**config.mk**
```make
export PLATFORM = sky130hd
export DESIGN_NAME = smc_ctrl
export DESIGN_NICKNAME = d
export VERILOG_FILES = /design/src/include/smc_pkg.sv /design/src/include/smc_tmr_if.sv /design/src/hw/smc_timer.sv /design/src/hw/smc_ctrl.sv
export SDC_FILE = /design/constraint.sdc
export NUM_CORES = 1
export LEC_CHECK = 0
export ABC_AREA = 1
export BUFFER_PORTS_ARGS = -buffer_cell sky130_fd_sc_hd__buf_2
export CELL_PAD_IN_SITES_DETAIL_PLACEMENT = 0
export CELL_PAD_IN_SITES_GLOBAL_PLACEMENT = 1
export CORE_MARGIN = 4
export CORE_UTILIZATION = 40
export DETAILED_ROUTE_END_ITERATION = 16
export GPL_ROUTABILITY_DRIVEN = 1
export MAX_ROUTING_LAYER = met4
export PLACE_DENSITY = 0.79
export SLEW_MARGIN = 20
export SYNTH_ARGS = -nofsm -noshare
export SYNTH_HDL_FRONTEND = slang
export SYNTH_SLANG_ARGS = --single-unit
export TNS_END_PERCENT = 100
```
**constraint.sdc**
```tcl
create_clock -name clk_sys -period 3.85 [get_ports clk_sys]
set_clock_uncertainty 0.15 [all_clocks]
set_input_delay 0.1925 -clock clk_sys [delete_from_list [all_inputs] [get_ports clk_sys]]
set_output_delay 0.1925 -clock clk_sys [all_outputs]
set_load 0.1 [all_outputs]
```
**src/include/smc_pkg.sv**
```systemverilog
`default_nettype none
package smc_pkg;
  // ----------------------------------------------------------------
  // Register commands and layout
  // ----------------------------------------------------------------
  localparam logic [7:0] CMD_SLEEP_MODE = 8'h01; // Sleep-mode selector
  localparam logic [7:0] CMD_IDLE_TIME = 8'h02; // Idle time before sleep
  localparam logic [7:0] SLEEP_MODE_RST = 8'h00; // Sleep disabled
  localparam logic [15:0] IDLE_TIME_RST = 16'h0064; // 10 s in 100 ms units
  localparam logic [15:0] IDLE_TIME_MIN = 16'h0010; // Smallest accepted value
  localparam logic [1:0] BYTES_SLEEP_MODE = 2'h1; // Read length, selector
  localparam logic [1:0] BYTES_IDLE_TIME = 2'h2; // Read length, idle time
  localparam logic [1:0] BYTES_NONE = 2'h0; // Read length, unmapped

  // ----------------------------------------------------------------
  // Sleep-mode codes
  // ----------------------------------------------------------------
  localparam logic [7:0] MODE_OFF = 8'h00; // Always active
  localparam logic [7:0] MODE_PIN = 8'h01; // Pin controlled sleep
  localparam logic [7:0] MODE_SERIAL = 8'h02; // Serial-port sleep
  localparam logic [7:0] MODE_CYC_FIRST = 8'h03; // Cyclic 0.5 s
  localparam logic [7:0] MODE_MAX = 8'h08; // Cyclic 16 s

  // ----------------------------------------------------------------
  // Timing
  // ----------------------------------------------------------------
  localparam int unsigned CLK_MHZ = 250; // Module clock rate
  localparam int unsigned TICK_MS = 100; // Timer unit in ms
  localparam int unsigned TICK_CYCLES_DFLT = TICK_MS * 1000 * CLK_MHZ; // Cycles per unit
  localparam int unsigned LISTEN_MS = 100; // Listen window after a cyclic wake
  localparam logic [15:0] LISTEN_TICKS = 16'(LISTEN_MS / TICK_MS); // Window in units
  localparam int unsigned CYC_BASE_MS = 500; // Shortest cyclic interval
  localparam logic [15:0] CYC_BASE_TICKS = 16'(CYC_BASE_MS / TICK_MS); // In units

  // Controller states
  typedef enum logic [2:0] {
    S_ACTIVE,
    S_PIN_SLEEP,
    S_SER_SLEEP,
    S_CYC_SLEEP,
    S_LISTEN,
    S_RECEIVE
  } smc_state_t;

  // True for the six cyclic codes
  function automatic logic is_cyclic(input logic [7:0] m);
    return (m >= MODE_CYC_FIRST) && (m <= MODE_MAX);
  endfunction

  // Cyclic interval in units; doubles with each code step
  function automatic logic [15:0] cyc_ticks(input logic [7:0] m);
    logic [3:0] sh;
    sh = m[3:0] - MODE_CYC_FIRST[3:0];
    return CYC_BASE_TICKS << sh;
  endfunction
endpackage
`default_nettype wire

```
**src/include/smc_tmr_if.sv**
```systemverilog
`default_nettype none
// Carries the restart request and the elapsed unit count
interface smc_tmr_if;
  logic clr; // Restart the timer
  logic [15:0] ticks; // Elapsed 100 ms units, saturating
  modport ctrl (output clr, input ticks);
  modport tmr (input clr, output ticks);
endinterface
`default_nettype wire

```
**src/hw/smc_timer.sv**
```systemverilog
`default_nettype none
module smc_timer #(
  parameter int unsigned TICK_CYCLES = smc_pkg::TICK_CYCLES_DFLT
) (
  input wire logic clk_sys, // Module clock
  input wire logic rst, // Synchronous reset, high
  smc_tmr_if.tmr bus // Restart in, count out
);
  // ----------------------------------------------------------------
  // Elaboration check
  // ----------------------------------------------------------------
  if (TICK_CYCLES < 1) begin : g_chk
    $error("TICK_CYCLES must be at least one");
  end

  logic [31:0] pre_q; // Cycle prescaler
  logic [15:0] cnt_q; // Unit count
  logic unit_end; // Last cycle of a unit

  assign unit_end = (pre_q == 32'(TICK_CYCLES - 1));
  assign bus.ticks = cnt_q;

  // Prescaler restarts with the count so each unit is whole
  always_ff @(posedge clk_sys)
  begin
    if (rst || bus.clr)
    begin
      pre_q <= 32'h0;
    end
    else if (unit_end)
    begin
      pre_q <= 32'h0;
    end
    else
    begin
      pre_q <= pre_q + 32'h1;
    end
  end

  // Unit counter; saturates so a long silence never wraps back to zero
  always_ff @(posedge clk_sys)
  begin
    if (rst || bus.clr)
    begin
      cnt_q <= 16'h0;
    end
    else if (unit_end && (cnt_q != 16'hffff))
    begin
      cnt_q <= cnt_q + 16'h1;
    end
  end
endmodule
`default_nettype wire

```
**src/hw/smc_ctrl.sv**
```systemverilog
`default_nettype none
module smc_ctrl #(
  parameter int unsigned TICK_CYCLES = smc_pkg::TICK_CYCLES_DFLT
) (
  input wire logic clk_sys, // Module clock
  input wire logic rst, // Synchronous reset, high
  input wire logic [7:0] reg_cmd, // Register command code
  input wire logic reg_wr, // Write strobe
  input wire logic reg_rd, // Read strobe
  input wire logic [15:0] reg_wdata, // Write value
  output logic [15:0] reg_rdata_q, // Read value
  output logic reg_rvalid_q, // Read answer pulse
  output logic [1:0] reg_rbytes_q, // Bytes in the read answer
  output logic reg_refused_q, // Refused access pulse
  input wire logic sleep_pin, // Sleep pin, asynchronous
  input wire logic pin_wakeup_enable, // Pin wake from cyclic sleep
  input wire logic serial_char_valid, // Character received on serial input
  input wire logic serial_activity, // Serial send or receive
  input wire logic rf_activity, // Radio send or receive
  input wire logic rf_packet_valid, // Valid radio packet seen
  input wire logic rf_init_detect, // Wake-up initializer seen
  input wire logic rf_init_done, // Wake-up initializer ended
  output logic cts_n_q, // Flow control, high blocks host
  output logic power_indicator_q, // High while awake
  output logic serial_tx_enable_q, // Serial data may be sent on air
  output logic rf_rx_enable_q, // Receive mode
  output logic rx_sync_q, // Synchronized to a transmitter
  output logic asleep_q // Any sleep state
);
  // ----------------------------------------------------------------
  // Elaboration check
  // ----------------------------------------------------------------
  if (TICK_CYCLES < 1) begin : g_chk
    $error("TICK_CYCLES must be at least one");
  end

  // ----------------------------------------------------------------
  // Declarations
  // ----------------------------------------------------------------
  logic [7:0] sleep_mode_select_q; // Sleep-mode selector
  logic [15:0] idle_time_before_sleep_q; // Idle time in units
  logic pin_meta_q; // First synchroniser stage
  logic pin_s_q; // Synchronised sleep pin
  smc_pkg::smc_state_t state_q; // Current state
  smc_pkg::smc_state_t state_d; // Next state
  logic cyc; // Cyclic mode selected
  logic awake_act; // Activity while awake
  logic idle_done; // Idle time has passed
  logic pin_wake; // Pin wake from cyclic sleep
  logic sleep_d; // Next state is a sleep state
  logic wr_ok; // Write accepted
  logic sync_wait_q; // Initializer in progress
  smc_tmr_if tmr_bus(); // Timer link

  // Shared inactivity, interval and listen timer
  smc_timer #(
    .TICK_CYCLES(TICK_CYCLES)
  ) u_timer (
    .clk_sys(clk_sys),
    .rst(rst),
    .bus(tmr_bus.tmr)
  );

  // ----------------------------------------------------------------
  // Sleep pin synchroniser
  // ----------------------------------------------------------------
  // Two stages; only the second is read
  always_ff @(posedge clk_sys)
  begin
    if (rst)
    begin
      pin_meta_q <= 1'b0;
      pin_s_q <= 1'b0;
    end
    else
    begin
      pin_meta_q <= sleep_pin;
      pin_s_q <= pin_meta_q;
    end
  end

  // ----------------------------------------------------------------
  // Register file
  // ----------------------------------------------------------------
  // Out-of-range writes are dropped whole, never clipped
  always_comb
  begin
    wr_ok = 1'b0;
    if (reg_cmd == smc_pkg::CMD_SLEEP_MODE)
    begin
      wr_ok = (reg_wdata <= 16'(smc_pkg::MODE_MAX));
    end
    else if (reg_cmd == smc_pkg::CMD_IDLE_TIME)
    begin
      wr_ok = (reg_wdata >= smc_pkg::IDLE_TIME_MIN);
    end
  end

  // Selector register
  always_ff @(posedge clk_sys)
  begin
    if (rst)
    begin
      sleep_mode_select_q <= smc_pkg::SLEEP_MODE_RST;
    end
    else if (reg_wr && wr_ok && (reg_cmd == smc_pkg::CMD_SLEEP_MODE))
    begin
      sleep_mode_select_q <= reg_wdata[7:0];
    end
  end

  // Idle-time register
  always_ff @(posedge clk_sys)
  begin
    if (rst)
    begin
      idle_time_before_sleep_q <= smc_pkg::IDLE_TIME_RST;
    end
    else if (reg_wr && wr_ok && (reg_cmd == smc_pkg::CMD_IDLE_TIME))
    begin
      idle_time_before_sleep_q <= reg_wdata;
    end
  end

  // Read answer one cycle after the strobe
  always_ff @(posedge clk_sys)
  begin
    if (rst)
    begin
      reg_rvalid_q <= 1'b0;
      reg_rdata_q <= 16'h0;
      reg_rbytes_q <= smc_pkg::BYTES_NONE;
    end
    else
    begin
      reg_rvalid_q <= reg_rd;
      if (reg_rd && (reg_cmd == smc_pkg::CMD_SLEEP_MODE))
      begin
        reg_rdata_q <= {8'h0, sleep_mode_select_q};
        reg_rbytes_q <= smc_pkg::BYTES_SLEEP_MODE;
      end
      else if (reg_rd && (reg_cmd == smc_pkg::CMD_IDLE_TIME))
      begin
        reg_rdata_q <= idle_time_before_sleep_q;
        reg_rbytes_q <= smc_pkg::BYTES_IDLE_TIME;
      end
      else if (reg_rd)
      begin
        // Unmapped command answers zero bytes
        reg_rdata_q <= 16'h0;
        reg_rbytes_q <= smc_pkg::BYTES_NONE;
      end
    end
  end

  // Refused pulse for a bad write or an unmapped read
  always_ff @(posedge clk_sys)
  begin
    if (rst)
    begin
      reg_refused_q <= 1'b0;
    end
    else
    begin
      reg_refused_q <= (reg_wr && !wr_ok) || (reg_rd &&
        (reg_cmd != smc_pkg::CMD_SLEEP_MODE) && (reg_cmd != smc_pkg::CMD_IDLE_TIME));
    end
  end

  // ----------------------------------------------------------------
  // State machine
  // ----------------------------------------------------------------
  assign cyc = smc_pkg::is_cyclic(sleep_mode_select_q);
  assign awake_act = serial_activity || rf_activity;
  // Activity in the same cycle vetoes the timeout
  assign idle_done = (tmr_bus.ticks >= idle_time_before_sleep_q) && !awake_act;
  // Outside pin mode the pin is only looked at when pin wake is enabled
  assign pin_wake = pin_wakeup_enable && !pin_s_q;

  // Next state
  always_comb
  begin
    state_d = state_q;
    unique case (state_q)
      smc_pkg::S_ACTIVE:
      begin
        // Idle time matters only in serial and cyclic modes
        if ((sleep_mode_select_q == smc_pkg::MODE_PIN) && pin_s_q)
        begin
          state_d = smc_pkg::S_PIN_SLEEP;
        end
        else if ((sleep_mode_select_q == smc_pkg::MODE_SERIAL) && idle_done)
        begin
          state_d = smc_pkg::S_SER_SLEEP;
        end
        else if (cyc && idle_done)
        begin
          state_d = smc_pkg::S_CYC_SLEEP;
        end
      end
      smc_pkg::S_PIN_SLEEP:
      begin
        // Leaving pin mode also wakes; elsewhere the pin acts only through pin_wake in cyclic modes
        if ((sleep_mode_select_q != smc_pkg::MODE_PIN) || !pin_s_q)
        begin
          state_d = smc_pkg::S_ACTIVE;
        end
      end
      smc_pkg::S_SER_SLEEP:
      begin
        if ((sleep_mode_select_q != smc_pkg::MODE_SERIAL) || serial_char_valid)
        begin
          state_d = smc_pkg::S_ACTIVE;
        end
      end
      smc_pkg::S_CYC_SLEEP:
      begin
        if (!cyc || pin_wake)
        begin
          state_d = smc_pkg::S_ACTIVE;
        end
        else if (tmr_bus.ticks >= smc_pkg::cyc_ticks(sleep_mode_select_q))
        begin
          state_d = smc_pkg::S_LISTEN;
        end
      end
      smc_pkg::S_LISTEN:
      begin
        // Host data during the window keeps the module awake
        if (!cyc || pin_wake || serial_activity)
        begin
          state_d = smc_pkg::S_ACTIVE;
        end
        else if (rf_packet_valid || rf_init_detect)
        begin
          state_d = smc_pkg::S_RECEIVE;
        end
        else if (tmr_bus.ticks >= smc_pkg::LISTEN_TICKS)
        begin
          state_d = smc_pkg::S_CYC_SLEEP;
        end
      end
      smc_pkg::S_RECEIVE:
      begin
        if (!cyc || serial_activity)
        begin
          state_d = smc_pkg::S_ACTIVE;
        end
        else if (idle_done)
        begin
          state_d = smc_pkg::S_CYC_SLEEP;
        end
      end
      default:
      begin
        state_d = smc_pkg::S_ACTIVE;
      end
    endcase
  end

  // Timer restarts on every state change and on activity while awake
  assign tmr_bus.clr = (state_d != state_q) || (!asleep_q && awake_act);

  // State register
  always_ff @(posedge clk_sys)
  begin
    if (rst)
    begin
      state_q <= smc_pkg::S_ACTIVE;
    end
    else
    begin
      state_q <= state_d;
    end
  end

  // ----------------------------------------------------------------
  // Outputs
  // ----------------------------------------------------------------
  assign sleep_d = (state_d == smc_pkg::S_PIN_SLEEP) || (state_d == smc_pkg::S_SER_SLEEP) ||
    (state_d == smc_pkg::S_CYC_SLEEP);

  // Registered from the next state so pins track the state register
  always_ff @(posedge clk_sys)
  begin
    if (rst)
    begin
      asleep_q <= 1'b0;
      cts_n_q <= 1'b0;
      power_indicator_q <= 1'b1;
      serial_tx_enable_q <= 1'b1;
      rf_rx_enable_q <= 1'b0;
    end
    else
    begin
      asleep_q <= sleep_d;
      cts_n_q <= sleep_d;
      power_indicator_q <= !sleep_d;
      serial_tx_enable_q <= !sleep_d;
      rf_rx_enable_q <= (state_d == smc_pkg::S_RECEIVE);
    end
  end

  // Initializer tracking: payload reception starts once it ends
  always_ff @(posedge clk_sys)
  begin
    if (rst || sleep_d)
    begin
      sync_wait_q <= 1'b0;
      rx_sync_q <= 1'b0;
    end
    else if (rf_init_detect)
    begin
      sync_wait_q <= 1'b1;
      rx_sync_q <= 1'b0;
    end
    else if (sync_wait_q && rf_init_done)
    begin
      sync_wait_q <= 1'b0;
      rx_sync_q <= 1'b1;
    end
  end
endmodule
`default_nettype wire

```
==> metrics.txt <==
switch share=between 20% and 30%; Internal=1.548 mW; first-pass GRT wire length=23540 um; Die Area=16710 sq um; clock power share=43.8%; NetSw=499.0 uW; Peak Freq=292.8 MHz; leak pwr=2.724 nW; RSZ-0062 raised after global routing=no; Final Hold Fails=0; Die Y=129.3 um; most common cell after layout, fill and taps aside=nand2_1; Crit Path Class=reg -> reg; min-delay worst type=in -> reg; # IOs=62; Critical Path RT=3.99 ns; WHS Endpoint=idle_time_before_sleep_q[7]; post-synthesis cell type count=38; Final Max Tran Viols=0; synthesized instance count=826; CTS H-Tree Depth=3; sequential area share after synthesis=34.71%; Hold Slack=0.01943 ns; Crit. End Element=register; Comb pwr share=4.4%; PortBufs=61; total chip power=2.047 mW; path depth of the worst reg2reg path=20; fraction of layout cells with a size suffix above 1=16.19%; setup slack after layout=0.4350 ns; Routed WL=between 10000 and 15000 um; Max VDD drop=0.1753 mV; WL/cell=about 13 um; Cell Rows=44; most frequent cells in the layout=169 x nand2_1, 124 x inv_1, 102 x dfxtp_1; CTS sink count=102; Setup Viol. Count Final=0; worst rel slew slack=42.62%; Crit Reg-Reg Endpoint=u_timer.pre_q[31]; # nets final=975; largest family of logic cells by synthesized area=simple AND/OR/NAND/NOR gates; minimum clock period=roughly 3.4 ns; initial antenna violation count=0; asr flop ratio synth=0%; hold path startpoint=reg_wdata[7]; Flop pwr share=51.7%; Synth-to-Final Area Change=16.04%; outcome=complete, no violations; power per cell area=approximately 300 nW/um^2; Bufs on Longest Clock Path=2; Post-DP HPWL=10780 um; core area=approximately 14000 sq um; Final Wtd Congestion=0.8480; post-synthesis compound-gate area fraction=10.34%; actual slew at the worst max-slew pin=0.8584 ns; Reg clk slew, reported paths=0.07 ns; R2R Setup Slk=about 0.44 ns; Ant. Diodes=0; largest net degree at the start of global routing=33; flops & latches, synth=102; CTS tree=built; worst skew pair latency=0.35 ns; adder-cell share of the synthesized area=7.656%; multiplexer area fraction after synthesis=0%; Place WS=around 0.23 ns; RR Startpoint=sleep_mode_select_q[2]; Max-cap violations=0; initial drt markers=289; Detailed Routing Iterations Pass 1=4; die width=129.3 um; Final ANT Viol Nets=0; Worst setup SP type=register; average size of a mapped cell=7.122 sq um; Num CTS Buffers=9; DRC violations left=0; Synth Warn #=0; Syn Nets=898; Initial Util=around 41%; via count=5258; DR vias/cell=roughly 4.8; Post-synth EDFFs=0; CP max FO=32; xor and xnor area share after synthesis=5.955%; ys flop type=dfxtp_1; simple-gate share of the synthesized area=31.52%; Netlist Area Pre-Place=5883 sq um; Worst Hold Depth=3; grt total ovfl=0; WP data arrival=3.55 ns; vias in the first global route=just under 5000; setup TNS=0 ns; final period utilization=88.70%; Tot GR Track Use=18.05%; Root Driver=clkbuf_16
-- how the worst max path moves through the flow --
stage | from | to | slack, ns | depth (start not counted)
final | sleep_mode_select_q[2] | u_timer.pre_q[31] | 0.44 | 20
after global routing | sleep_mode_select_q[2] | u_timer.pre_q[0] | 0.03 | 20
after CTS | sleep_mode_select_q[2] | u_timer.pre_q[31] | 0.22 | 19
after detailed placement | sleep_mode_select_q[2] | u_timer.pre_q[0] | 0.23 | 19
after global placement | sleep_mode_select_q[2] | u_timer.pre_q[0] | 0.33 | 19
after floorplan | sleep_mode_select_q[2] | u_timer.pre_q[16] | 0.75 | 20
-- registers in the layout, summed over array words and instances, names as in the netlist --
register and flops:
asleep_q 1, idle_time_before_sleep_q 16, pin_meta_q 1, pin_s_q 1, reg_rbytes_q 2, reg_rdata_q 16
reg_refused_q 1, reg_rvalid_q 1, rf_rx_enable_q 1, rx_sync_q 1, serial_tx_enable_q 1, sleep_mode_select_q 8
state_q 3, sync_wait_q 1, u_timer.bus.ticks 16, u_timer.pre_q 32
-- power groups by stage --
stage                     clock [mW]  sequential [mW]  combinational [mW]
after floorplan                    0             1.10              0.0355
after global placement             0             1.08              0.0774
after detailed placement           0             1.08              0.0770
after CTS                      0.928             1.06              0.0904
after global routing           0.968             1.06               0.100
final                          0.897             1.06              0.0910
-- synth_stat cells, types with 5 or more instances --
master / number / area [sq um]
nand2_1: 169 / 634.4
inv_1: 124 / 465.5
dfxtp_1: 102 / 2042
nor2_1: 68 / 255.2
a21oi_1: 56 / 280.3
ha_1: 36 / 450.4
nand3_1: 36 / 180.2
nor2_2: 35 / 219.0
xor2_1: 34 / 297.8
nor3_1: 33 / 165.2
o21ai_0: 32 / 160.2
nand4_1: 21 / 131.4
clkbuf_1: 10 / 37.54
nor4_1: 10 / 62.56
a21oi_2: 8 / 70.07
xnor2_1: 6 / 52.55
a31oi_1: 5 / 31.28
-- what timing repair did --
| action | in CTS | in global routing |
|---|---|---|
| buffers inserted | 0 | 0 |
| setup endpoints to repair | 0 | 32 |
| endpoints found under the hold margin | 15 | 0 |
| hold buffers | 16 | 0 |
| resized for setup | 0 | 5 |
-- through the flow --
stage	instance area (sq um)	std cells	utilization, %
floorplan	5883	826	-
global route	6827	1092	47.15
finish	6827	1092	47.15
global placement	6359	1060	43.92
detailed placement	6359	1060	43.92
CTS	6808	1092	47.02
-- final cells by class --
type | instances | area [sq um]
Timing Repair Buffer | 82 | 515.5
Clock inverter | 7 | 63.81
Inverter | 128 | 480.5
Clock buffer | 9 | 225.2
Tap cell | 184 | 230.2
Fill cell | 1511 | 7652
Multi-Input combinational cell | 580 | 3269
Sequential cell | 102 | 2042
-- kinds of logic (layout without fill, tap and decap cells) --
family,Yosys count,count (layout)
AO/OA/AOI/OAI,110,110
XOR/XNOR,40,40
adder cells (fa/ha/maj),36,36
buffers and inverters,144,226
flip-flops,102,102
AND/OR/NAND/NOR,394,394
-- worst max-delay path, cell delays in order (launching register included) --
cell and delay (ns):
dfxtp_1 0.40, inv_1 0.16, nand2_1 0.10, inv_1 0.05
or2_2 0.29, inv_1 0.13, a21oi_1 0.06, a21oi_1 0.16
nand2_1 0.08, ha_1 0.29, nand2_1 0.08, nor4_2 0.28
nand2_1 0.10, nand4_1 0.16, nand3_1 0.14, nand2_1 0.08
nand2_1 0.08, nor2_4 0.17, nand3_4 0.09, buf_12 0.19
nor2_1 0.11
-- layer usage --
layer	GRT usage, %	part of all wire, %	up-vias
met3	2.514	3.8	9
met4	5.806	1.0	0
met5	-	0	-
met1	23.63	50	2344
li1	-	-	2822
met2	28.87	46	83
No activity file was read; power rests on OpenSTA's default activity.
